[config.mk]
export PLATFORM = sky130hd
export DESIGN_NAME = sys_reset_irq_ctrl
export DESIGN_NICKNAME = d
export VERILOG_FILES = /design/src/rtl/sysctl_pkg.sv /design/src/rtl/wdog_counter.sv /design/src/rtl/sys_reset_irq_ctrl.sv
export VERILOG_INCLUDE_DIRS = /design/src /design/src/rtl
export SDC_FILE = /design/constraint.sdc
export NUM_CORES = 1
export LEC_CHECK = 0
export ABC_AREA = 1
export BUFFER_PORTS_ARGS = -buffer_cell sky130_fd_sc_hd__buf_4
export CAP_MARGIN = 20
export CELL_PAD_IN_SITES_DETAIL_PLACEMENT = 0
export CELL_PAD_IN_SITES_GLOBAL_PLACEMENT = 2
export CORE_ASPECT_RATIO = 0.8
export CORE_MARGIN = 4
export CORE_UTILIZATION = 29
export DETAILED_ROUTE_END_ITERATION = 8
export GPL_ROUTABILITY_DRIVEN = 0
export PLACE_DENSITY = 0.93
export SYNTH_ARGS = -nofsm -noshare
export SYNTH_HDL_FRONTEND = slang
export SYNTH_SLANG_ARGS = --single-unit
export TNS_END_PERCENT = 100
[constraint.sdc]
create_clock -name clk -period 3.5 [get_ports clk]
set_clock_uncertainty 0.05 [all_clocks]
set_input_delay 0.7 -clock clk [delete_from_list [all_inputs] [get_ports clk]]
set_output_delay 0.7 -clock clk [all_outputs]
set_load 0.02 [all_outputs]
[src/rtl/sysctl_consts.svh]
// Constants for the reset, watchdog and interrupt entry controller.
// Assumes inclusion by bare name from the package and the main module.
`ifndef SYSCTL_CONSTS_SVH
`define SYSCTL_CONSTS_SVH

// ==========================================================
// Register offsets on the APB (byte addresses).
`define ADDR_RSTSTAT 8'h00
`define ADDR_SYSOPT 8'h04
`define ADDR_IRQFLAG 8'h08
`define ADDR_IRQEN 8'h0C

// ==========================================================
// Field positions and reset values.
`define STAT_POR 7
`define STAT_PIN 6
`define STAT_WDOG 5
`define STAT_ILOP 4
`define STAT_LOC 2
`define STAT_LOWV 1
`define OPT_EN 7
`define OPT_SEL 6
`define OPT_RESET 8'hC0
`define COND_I 3
`define SP_RESET 16'h00FF
`define VEC_RESET 16'hFFFE
`define VEC_IRQ_BASE 16'hFFE0
`define NUM_IRQ 8
`define QUEUE_FILL 3

// ==========================================================
// Timing counts in bus cycles.
`define RST_DRIVE_CYC 34
`define RST_WAIT_CYC 38
`define WD_LONG_CYC 262144
`define WD_SHORT_CYC 8192

`endif

[src/rtl/sysctl_pkg.sv]
// Types shared by the controller and its testbench.
// Assumes the constants header is on the include path.
`include "sysctl_consts.svh"
package sysctl_pkg;

   // ==========================================================
   // CPU context handed over at entry and return.
   typedef struct packed
   {
      logic [15:0] pc;
      logic [15:0] sp;
      logic [7:0] a;
      logic [7:0] x;
      logic [7:0] cond;
   } cpuRegs_t;

   // One memory access request per cycle.
   typedef struct packed
   {
      logic [15:0] addr;
      logic [7:0] wdata;
      logic rd;
      logic wr;
   } memReq_t;

   // Reset pin phases; 2'b10 is illegal.
   typedef enum logic [1:0]
   {
      RP_RUN = 2'h0,
      RP_DRIVE = 2'h1,
      RP_WAIT = 2'h3
   } rstPhase_t;

   // Sequencer states, Gray coded along the entry path.
   typedef enum logic [3:0]
   {
      SQ_IDLE = 4'h0, SQ_PCLO = 4'h1, SQ_PCH = 4'h3, SQ_X = 4'h2,
      SQ_A = 4'h6, SQ_COND = 4'h7, SQ_VHI = 4'h5, SQ_VLO = 4'h4,
      SQ_FILL = 4'hC, SQ_RCCR = 4'hD, SQ_RA = 4'hF, SQ_RX = 4'hE,
      SQ_RPCH = 4'hA, SQ_RPCL = 4'hB, SQ_RSTHI = 4'h9,
      SQ_RSTLO = 4'h8
   } seqState_t;

endpackage

[src/rtl/wdog_counter.sv]
// Free running watchdog counter with terminal detect.
// Assumes one tick per bus clock and a synchronous clear.
`timescale 1ns/100ps
module wdog_counter
#(
   parameter int W = 18
)
(
   input wire logic clk,
   input wire logic clr,
   input wire logic run,
   input wire logic [W-1:0] last,
   output logic [W-1:0] count,
   output logic trip
);

   // ==========================================================
   // Counter.
   // Terminal count is reached when the selected period ends.
   assign trip = run && (count == last);

   // Counts while running, restarts from zero on clear or trip.
   // per-cycle count
   always_ff @(posedge clk)
   begin
      if (clr || trip)
      begin
         count <= '0;
      end
      else if (run)
      begin
         count <= count + W'(1);
      end
   end

endmodule

[src/rtl/sys_reset_irq_ctrl.sv]
// Reset sequencing, watchdog and interrupt entry/return control.
// Assumes clk is the bus clock, inputs synchronous, APB master.
`timescale 1ns/100ps
`include "sysctl_consts.svh"
module sys_reset_irq_ctrl
#(
   parameter int WD_LONG_CYCLES = `WD_LONG_CYC,
   parameter int WD_SHORT_CYCLES = `WD_SHORT_CYC
)
(
   input wire logic clk,
   input wire logic srst,
   input wire logic psel,
   input wire logic penable,
   input wire logic pwrite,
   input wire logic [7:0] paddr,
   input wire logic [31:0] pwdata,
   output logic [31:0] prdata,
   output logic pready,
   output logic pslverr,
   input wire logic lowvReset,
   input wire logic ilopReset,
   input wire logic locReset,
   input wire logic bdmReset,
   input wire logic bdmActive,
   input wire logic resetPinIn,
   output logic resetPinOut,
   output logic resetPinOe,
   output logic inReset,
   output logic periphDisable,
   output logic ioForceInput,
   output logic clkGenSelfClock,
   input wire logic [7:0] irqEvent,
   input wire logic instrDone,
   input wire logic retExec,
   input wire sysctl_pkg::cpuRegs_t cpuRegsIn,
   output sysctl_pkg::cpuRegs_t regsOut,
   output logic regLoad,
   output sysctl_pkg::memReq_t memReq,
   input wire logic [7:0] memRdData,
   output logic seqBusy
);
   import sysctl_pkg::*;

   // ==========================================================
   // Declarations.
   localparam logic [17:0] WD_LONG_LAST = 18'(WD_LONG_CYCLES - 1);
   localparam logic [17:0] WD_SHORT_LAST = 18'(WD_SHORT_CYCLES - 1);
   rstPhase_t rstPhase; // Reset pin phase.
   logic [5:0] rstCnt; // Bus cycles within a phase.
   logic [7:0] causeLatch; // Causes of the reset in progress.
   logic [7:0] rstat; // Reset source status.
   logic [7:0] opts; // System options.
   logic optLocked; // Options written since reset.
   logic [7:0] irqFlag; // Sticky source flags.
   logic [7:0] irqEn; // Local enables.
   logic [7:0] irqPend; // Flagged and enabled.
   logic irqReq; // Any qualified source.
   logic iMask; // Global mask of the running CPU.
   logic [2:0] prioIdx; // Highest pending source.
   logic [2:0] vecIdx; // Source being entered.
   logic [15:0] vecAddr; // Vector high byte address.
   seqState_t seq; // Sequencer state.
   cpuRegs_t ctx; // Working copy of CPU context.
   logic [1:0] fillCnt; // Queue bytes fetched.
   logic [17:0] wdCount; // Watchdog count.
   logic wdTrip; // Watchdog timeout.
   logic wdRun; // Watchdog counting.
   logic extLow; // Pin pulled low from outside.
   logic anyCause; // Any reset request.
   logic apbWr; // APB write access phase.
   logic svcWr; // Service write.
   logic optWr; // Options write.
   logic mapped; // Address decodes.

   // ==========================================================
   // APB slave.
   // Zero wait states; unmapped addresses answer with an error.
   assign apbWr = psel && penable && pwrite;
   assign mapped = (paddr == `ADDR_RSTSTAT) || (paddr == `ADDR_SYSOPT)
      || (paddr == `ADDR_IRQFLAG) || (paddr == `ADDR_IRQEN);
   assign pready = 1'b1;
   assign pslverr = psel && penable && !mapped;
   assign svcWr = apbWr && (paddr == `ADDR_RSTSTAT);
   assign optWr = apbWr && (paddr == `ADDR_SYSOPT);

   // Read data is captured in the setup cycle.
   always_ff @(posedge clk)
   begin
      if (srst)
      begin
         prdata <= 32'h0000_0000;
      end
      else if (psel && !penable)
      begin
         unique case (paddr)
            `ADDR_RSTSTAT: prdata <= {24'h00_0000, rstat};
            `ADDR_SYSOPT: prdata <= {24'h00_0000, opts};
            `ADDR_IRQFLAG: prdata <= {24'h00_0000, irqFlag};
            `ADDR_IRQEN: prdata <= {24'h00_0000, irqEn};
            default: prdata <= 32'h0000_0000;
         endcase
      end
   end

   // ==========================================================
   // Reset pin sequence.
   assign extLow = !resetPinIn && (rstPhase == RP_RUN);
   assign anyCause = wdTrip || lowvReset || ilopReset || locReset
      || bdmReset || extLow;
   assign inReset = (rstPhase != RP_RUN);
   assign periphDisable = inReset;
   assign ioForceInput = inReset;
   assign clkGenSelfClock = inReset;
   assign resetPinOe = (rstPhase == RP_DRIVE);
   assign resetPinOut = 1'b0;

   // Walks drive and wait phases; holds while the pin stays low.
   always_ff @(posedge clk)
   begin
      if (srst)
      begin
         rstPhase <= RP_DRIVE;
         rstCnt <= 6'h00;
         causeLatch <= 8'h80;
      end
      else
      begin
         unique case (rstPhase)
            RP_RUN:
            begin
               if (anyCause)
               begin
                  rstPhase <= RP_DRIVE;
                  rstCnt <= 6'h00;
                  causeLatch <= '0;
                  causeLatch[`STAT_WDOG] <= wdTrip;
                  causeLatch[`STAT_LOWV] <= lowvReset;
                  causeLatch[`STAT_ILOP] <= ilopReset;
                  causeLatch[`STAT_LOC] <= locReset;
                  // A short external pulse is gone by the sample point.
                  causeLatch[`STAT_PIN] <= extLow;
               end
            end
            RP_DRIVE:
            begin
               if (rstCnt == 6'(`RST_DRIVE_CYC - 1))
               begin
                  rstPhase <= RP_WAIT;
                  rstCnt <= 6'h00;
               end
               else
               begin
                  rstCnt <= rstCnt + 6'h01;
               end
            end
            RP_WAIT:
            begin
               if (rstCnt != 6'(`RST_WAIT_CYC - 1))
               begin
                  rstCnt <= rstCnt + 6'h01;
               end
               else if (resetPinIn)
               begin
                  rstPhase <= RP_RUN;
               end
               else
               begin
                  // Pin held low from outside at the sample point.
                  causeLatch[`STAT_PIN] <= 1'b1;
               end
            end
            default:
            begin
               rstPhase <= RP_DRIVE;
               rstCnt <= 6'h00;
            end
         endcase
      end
   end

   // Status is written once the pin has been sampled.
   // cause recording
   always_ff @(posedge clk)
   begin
      if (srst)
      begin
         rstat <= 8'h00;
      end
      else if (rstPhase == RP_WAIT
         && rstCnt == 6'(`RST_WAIT_CYC - 1))
      begin
         // The pin flag survives the final write made with the pin high.
         rstat <= causeLatch;
         rstat[`STAT_PIN] <= causeLatch[`STAT_PIN] || !resetPinIn;
      end
   end

   // ==========================================================
   // Watchdog and options.
   // Options return to defaults on every reset and lock on write.
   always_ff @(posedge clk)
   begin
      if (srst || inReset)
      begin
         opts <= `OPT_RESET;
         optLocked <= 1'b0;
      end
      else if (optWr && !optLocked)
      begin
         opts <= pwdata[7:0] & `OPT_RESET;
         optLocked <= 1'b1;
      end
   end

   assign wdRun = opts[`OPT_EN] && !inReset && !bdmActive;

   wdog_counter #(.W(18)) u_wdog
   (
      .clk(clk),
      .clr(srst || inReset || svcWr),
      .run(wdRun),
      .last(opts[`OPT_SEL] ? WD_LONG_LAST : WD_SHORT_LAST),
      .count(wdCount),
      .trip(wdTrip)
   );

   // ==========================================================
   // Interrupt sources.
   // A new event wins over a clear in the same cycle.
   // sticky flags
   always_ff @(posedge clk)
   begin
      if (srst || inReset)
      begin
         irqFlag <= 8'h00;
      end
      else if (apbWr && paddr == `ADDR_IRQFLAG)
      begin
         irqFlag <= (irqFlag & ~pwdata[7:0]) | irqEvent;
      end
      else
      begin
         irqFlag <= irqFlag | irqEvent;
      end
   end

   // Local enables are plain read/write bits.
   always_ff @(posedge clk)
   begin
      if (srst || inReset)
      begin
         irqEn <= 8'h00;
      end
      else if (apbWr && paddr == `ADDR_IRQEN)
      begin
         irqEn <= pwdata[7:0];
      end
   end

   assign irqPend = irqFlag & irqEn;
   assign irqReq = |irqPend;
   assign iMask = cpuRegsIn.cond[`COND_I];
   assign vecAddr = 16'(`VEC_IRQ_BASE + {vecIdx, 1'b0});

   // Picks the highest index pending source.
   // priority pick
   always_comb
   begin
      prioIdx = 3'h0;
      for (int i = 0; i < `NUM_IRQ; i++)
      begin
         if (irqPend[i])
         begin
            prioIdx = 3'(i);
         end
      end
   end

   // ==========================================================
   // Entry, return and reset vector sequencer.
   assign regsOut = ctx;
   assign regLoad = (seq == SQ_FILL) && (fillCnt == 2'(`QUEUE_FILL - 1));
   assign seqBusy = inReset || (seq != SQ_IDLE);

   // At most one memory access per cycle; pops pre-increment SP.
   // no index high byte
   always_ff @(posedge clk)
   begin
      if (srst || inReset)
      begin
         seq <= SQ_RSTHI;
         ctx <= '0;
         ctx.sp <= `SP_RESET;
         ctx.cond[`COND_I] <= 1'b1;
         fillCnt <= 2'h0;
         vecIdx <= 3'h0;
      end
      else
      begin
         unique case (seq)
            SQ_IDLE:
            begin
               if (instrDone && irqReq && !iMask)
               begin
                  ctx <= cpuRegsIn;
                  vecIdx <= prioIdx;
                  seq <= SQ_PCLO;
               end
               else if (retExec)
               begin
                  ctx <= cpuRegsIn;
                  seq <= SQ_RCCR;
               end
            end
            SQ_PCLO:
            begin
               ctx.sp <= ctx.sp - 16'h0001;
               seq <= SQ_PCH;
            end
            SQ_PCH:
            begin
               ctx.sp <= ctx.sp - 16'h0001;
               seq <= SQ_X;
            end
            SQ_X:
            begin
               ctx.sp <= ctx.sp - 16'h0001;
               seq <= SQ_A;
            end
            SQ_A:
            begin
               ctx.sp <= ctx.sp - 16'h0001;
               seq <= SQ_COND;
            end
            SQ_COND:
            begin
               ctx.sp <= ctx.sp - 16'h0001;
               ctx.cond[`COND_I] <= 1'b1;
               seq <= SQ_VHI;
            end
            SQ_VHI:
            begin
               ctx.pc[15:8] <= memRdData;
               seq <= SQ_VLO;
            end
            SQ_VLO:
            begin
               ctx.pc[7:0] <= memRdData;
               fillCnt <= 2'h0;
               seq <= SQ_FILL;
            end
            SQ_FILL:
            begin
               if (regLoad)
               begin
                  seq <= SQ_IDLE;
               end
               else
               begin
                  fillCnt <= fillCnt + 2'h1;
               end
            end
            SQ_RCCR:
            begin
               ctx.sp <= ctx.sp + 16'h0001;
               ctx.cond <= memRdData;
               seq <= SQ_RA;
            end
            SQ_RA:
            begin
               ctx.sp <= ctx.sp + 16'h0001;
               ctx.a <= memRdData;
               seq <= SQ_RX;
            end
            SQ_RX:
            begin
               ctx.sp <= ctx.sp + 16'h0001;
               ctx.x <= memRdData;
               seq <= SQ_RPCH;
            end
            SQ_RPCH:
            begin
               ctx.sp <= ctx.sp + 16'h0001;
               ctx.pc[15:8] <= memRdData;
               seq <= SQ_RPCL;
            end
            SQ_RPCL:
            begin
               ctx.sp <= ctx.sp + 16'h0001;
               ctx.pc[7:0] <= memRdData;
               fillCnt <= 2'h0;
               seq <= SQ_FILL;
            end
            SQ_RSTHI:
            begin
               ctx.pc[15:8] <= memRdData;
               seq <= SQ_RSTLO;
            end
            SQ_RSTLO:
            begin
               ctx.pc[7:0] <= memRdData;
               fillCnt <= 2'h0;
               seq <= SQ_FILL;
            end
         endcase
      end
   end

   // Drives the memory request of the current state.
   always_comb
   begin
      memReq = '0;
      if (!inReset)
      begin
         unique case (seq)
            SQ_IDLE: memReq = '0;
            SQ_PCLO: memReq = '{ctx.sp, ctx.pc[7:0], 1'b0, 1'b1};
            SQ_PCH: memReq = '{ctx.sp, ctx.pc[15:8], 1'b0, 1'b1};
            SQ_X: memReq = '{ctx.sp, ctx.x, 1'b0, 1'b1};
            SQ_A: memReq = '{ctx.sp, ctx.a, 1'b0, 1'b1};
            SQ_COND: memReq = '{ctx.sp, ctx.cond, 1'b0, 1'b1};
            SQ_VHI: memReq = '{vecAddr, 8'h00, 1'b1, 1'b0};
            SQ_VLO: memReq = '{vecAddr + 16'h0001, 8'h00, 1'b1, 1'b0};
            SQ_FILL: memReq = '{ctx.pc + 16'(fillCnt), 8'h00, 1'b1, 1'b0};
            SQ_RCCR, SQ_RA, SQ_RX, SQ_RPCH, SQ_RPCL:
               memReq = '{ctx.sp + 16'h0001, 8'h00, 1'b1, 1'b0};
            SQ_RSTHI: memReq = '{`VEC_RESET, 8'h00, 1'b1, 1'b0};
            SQ_RSTLO: memReq = '{`VEC_RESET + 16'h0001, 8'h00, 1'b1, 1'b0};
         endcase
      end
   end
endmodule

==> insert_results.sql <==
INSERT INTO impl_metrics (metric_group, metric, value, unit) VALUES
('run_status', 'run_status', 'finished clean', ''),
('global_routing', 'antenna_found_initial', '0', ''),
('worst_setup_path', 'endpoint_type_of_the_worst_setup_path', 'primary output', ''),
('timing', 'max_freq', '0.3101', 'GHz'),
('clocking', 'clk_path_buf_depth', '2', ''),
('power_and_ir_drop', 'largest_voltage_drop_on_the_vdd_net', '0.3621', 'mV'),
('floorplanning', 'die_area', '31270', 'µm²'),
('timing', 'period_share', '92.15', '%'),
('logic_synthesis', 'ys_ff_latch', '130', ''),
('worst_setup_path', 'setup.worst_path.class', 'reg2out', ''),
('place', 'placed_cells_incl_taps', '1851', ''),
('logic_synthesis', 'synthFlopType', 'dfxtp_1', ''),
('cells_and_area', 'finish.net_count', '1640', ''),
('timing', 'slew_violations', '0', ''),
('global_routing', 'globalRouteMet3Util', '4.146', '%'),
('logic_synthesis', 'seq_area_frac_synth', '31.51', '%'),
('timing', 'worst-slew-pin-transition', '781.3', 'ps'),
('cells_and_area', 'area_growth_syn_to_layout', '27.64', '%'),
('logic_synthesis', 'syn-instance-count', '1329', ''),
('drt', 'route.detailed.drc', '0', ''),
('floorplanning', 'die_width', '196.7', 'µm'),
('clocking', 'tritoncts', 'yes', ''),
('clocking', 'clk_pin_slew', '60', 'ps'),
('logic_synthesis', 'synth.yosys.warnings', '0', ''),
('timing', 'relSlewSlack', '47.86', '%'),
('logic_synthesis', 'synth.top_cells.by_area', 'dfxtp_1, nand2_1, o21ai_0', ''),
('global_routing', 'grt.busiest_layer', 'met2', ''),
('job', 'drv.max_cap_violation_count', '0', ''),
('logic_synthesis', 'ys_types', '50', ''),
('clocking', 'cell_at_the_root_of_the_clock_tree', 'clkbuf_16', ''),
('global_routing', 'grt_overflow', '0', ''),
('cells_and_area', 'num-fill-cells', '3025', ''),
('global_routing', 'wire_length_of_the_first_global_routing_pass', '47940', 'µm'),
('floorplanning', 'starting_density_of_the_core', '29.89', '%'),
('floorplanning', 'core_footprint', '27630', 'µm²'),
('worst_setup_path', 'crit_path_start_kind', 'flop', ''),
('cells_and_area', 'multi_input_comb_area', '4767', 'µm²'),
('global_routing', 'grt_start_max_net_pins', '60', ''),
('logic_synthesis', 'synth_top_area_share', '31.51', '%'),
('drt', 'detailroute.via_count', '9278', ''),
('timing', 'timing.final.hold_violations', '0', ''),
('cells_and_area', 'seqCellArea', '2603', 'µm²'),
('floorplanning', 'die-height', '159.0', 'µm'),
('clocking', 'clock_tree_sinks', '130', ''),
('cells_and_area', 'post_layout_nonfiller_instances', '1882', ''),
('cells_and_area', 'mostFrequentLayoutCells', 'nand2_1, buf_4, nor2_1', ''),
('clocking', 'number_of_buffers_added_by_the_clock_tree_synthesis_step', '17', ''),
('drt', 'routed_wl', '30840', 'µm'),
('cells_and_area', 'drive_gt1_share', '18.45', '%'),
('global_routing', 'via_count_of_the_first_global_routing_pass', '8729', ''),
('place', 'placement.io_buffers', '198', ''),
('worst_setup_path', 'cp.required', '2750', 'ps'),
('timing', 'period_minus_slack', '3225', 'ps'),
('worst_setup_path', 'regToRegStartpoint', 'seq[0]$_SDFFE_PP1P_', ''),
('floorplanning', 'row_count', '54', ''),
('drt', 'drt-vias-per-instance', '4.930', ''),
('power_and_ir_drop', 'powerDensity', '340.5', 'nW/µm²'),
('worst_setup_path', 'largest_driver_fanout_on_the_critical_path', '4', ''),
('global_routing', 'use_met1', '27.06', '%'),
('cells_and_area', 'mostFrequentLayoutCell', 'nand2_1', ''),
('logic_synthesis', 'yosysTopAreaCell', 'dfxtp_1', ''),
('worst_setup_path', 'timing.critical_path.from', 'fillCnt[0]$_SDFFE_PP0P_', ''),
('clocking', 'post_cts.repair.setup_buffers', '0', ''),
('clocking', 'h-tree-depth', '4', ''),
('timing', 'grt_setup_unrepaired', 'no', ''),
('drt', 'routed_length_per_instance', '16.39', 'µm'),
('logic_synthesis', 'syn_area', '8260', 'µm²'),
('place', 'dpl_hpwl', '23510', 'µm'),
('drt', 'drtIter0Drc', '683', ''),
('min_path', 'hold_path.startpoint', 'causeLatch[7]$_SDFFE_PP1P_', ''),
('min_path', 'holdCritPathClass', 'reg2reg', '');
final cells by class:
class                   count  share of cell area [%]
clock inverters            12                   1.483
multi-input cells        1000                   45.21
well taps                 364                   4.319
inverters                 152                   5.411
flip-flops and latches    130                   24.68
repair buffers            205                   14.60
clock buffers              19                   4.296
worst max-delay path, cell delays in order, from the launching register on:
cell	delay, ps
dfxtp_1	390
ha_1	210
fa_1	200
nand2_1	90
nor2_2	150
nand2_1	100
nor2_1	130
nand2_1	120
o21ai_0	190
nand3b_1	90
nand3_1	80
nand2_1	60
inv_1	90
buf_4	140
sequential cells by signal, indices dropped and copies added (netlist names), 6 cells and up:
name,flops
regsOut,56
rstCnt,6
causeLatch,6
u_wdog.count,18
irqFlag,8
prdata,8
irqEn,8
rstat,6
final timing paths:
kind	end	slack, ps	cells past startpoint
worst max-delay path	memReq[20]	270	13
worst min-delay path	causeLatch[7]$_SDFFE_PP1P_	410	2
worst max register to register	regsOut[37]$_SDFFE_PP0P_	960	9
worst min register to register	causeLatch[7]$_SDFFE_PP1P_	410	2
metrics by stage:
step | power (W) | instance area [µm²] | hold WS, ps | setup WS [ps] | utilization (%)
floorplan | 0.001630 | 8351 | 363.6 | 906.2 | -
global placement | 0.001722 | 9927 | 377.6 | 660.2 | 35.92
detailed placement | 0.001724 | 9927 | 403.8 | 648.3 | 35.92
CTS | 0.003624 | 10540 | 414.3 | 167.1 | 38.13
global route | 0.003724 | 10540 | 435.4 | 40.97 | 38.16
finish | 0.003590 | 10540 | 409.5 | 274.9 | 38.16
routing by layer:
metal | vias to the layer above | wire (µm)
met5 | - | 0
met4 | 0 | 691
met3 | 41 | 1906
met2 | 283 | 13360
met1 | 4280 | 14890
li1 | 4674 | -
Yosys cell counts, drive strengths merged, types with 12 or more instances:
library cell,n
dfxtp,130
buf,51
nand2,300
inv,150
nor2,200
nor3,23
o21ai,149
a211oi,12
a21oi,86
a31oi,15
nand3,124
o211ai,12
clkbuf,20
power by group:
| part | switching (W) | total, W | internal, W |
|---|---|---|---|
| clock network | 0.000739 | 0.00190 | 0.00116 |
| logic | 0.000109 | 0.000205 | 0.0000964 |
| registers | 0.00000418 | 0.00149 | 0.00148 |
| total | 0.000852 | 0.00359 | 0.00274 |
kinds of logic (layout without fill, tap and decap cells):
kind of cell             Yosys count  count (layout)  share of synthesized area, %
adder cells (fa/ha/maj)            9               9                         1.454
buffers and inverters            223             388                         12.03
AND/OR/NAND/NOR                  668             668                         34.97
flip-flops                       130             130                         31.51
AO/OA/AOI/OAI                    289             289                         19.10
XOR/XNOR                           8               8                        0.8483
other                              2              26                       0.09092
what timing repair did:
action	4_1_cts	5_1_grt
gates resized for setup	0	3
endpoints found under the setup margin	0	4
endpoints found under the hold margin	0	0
(Power assumes the default switching activity.)
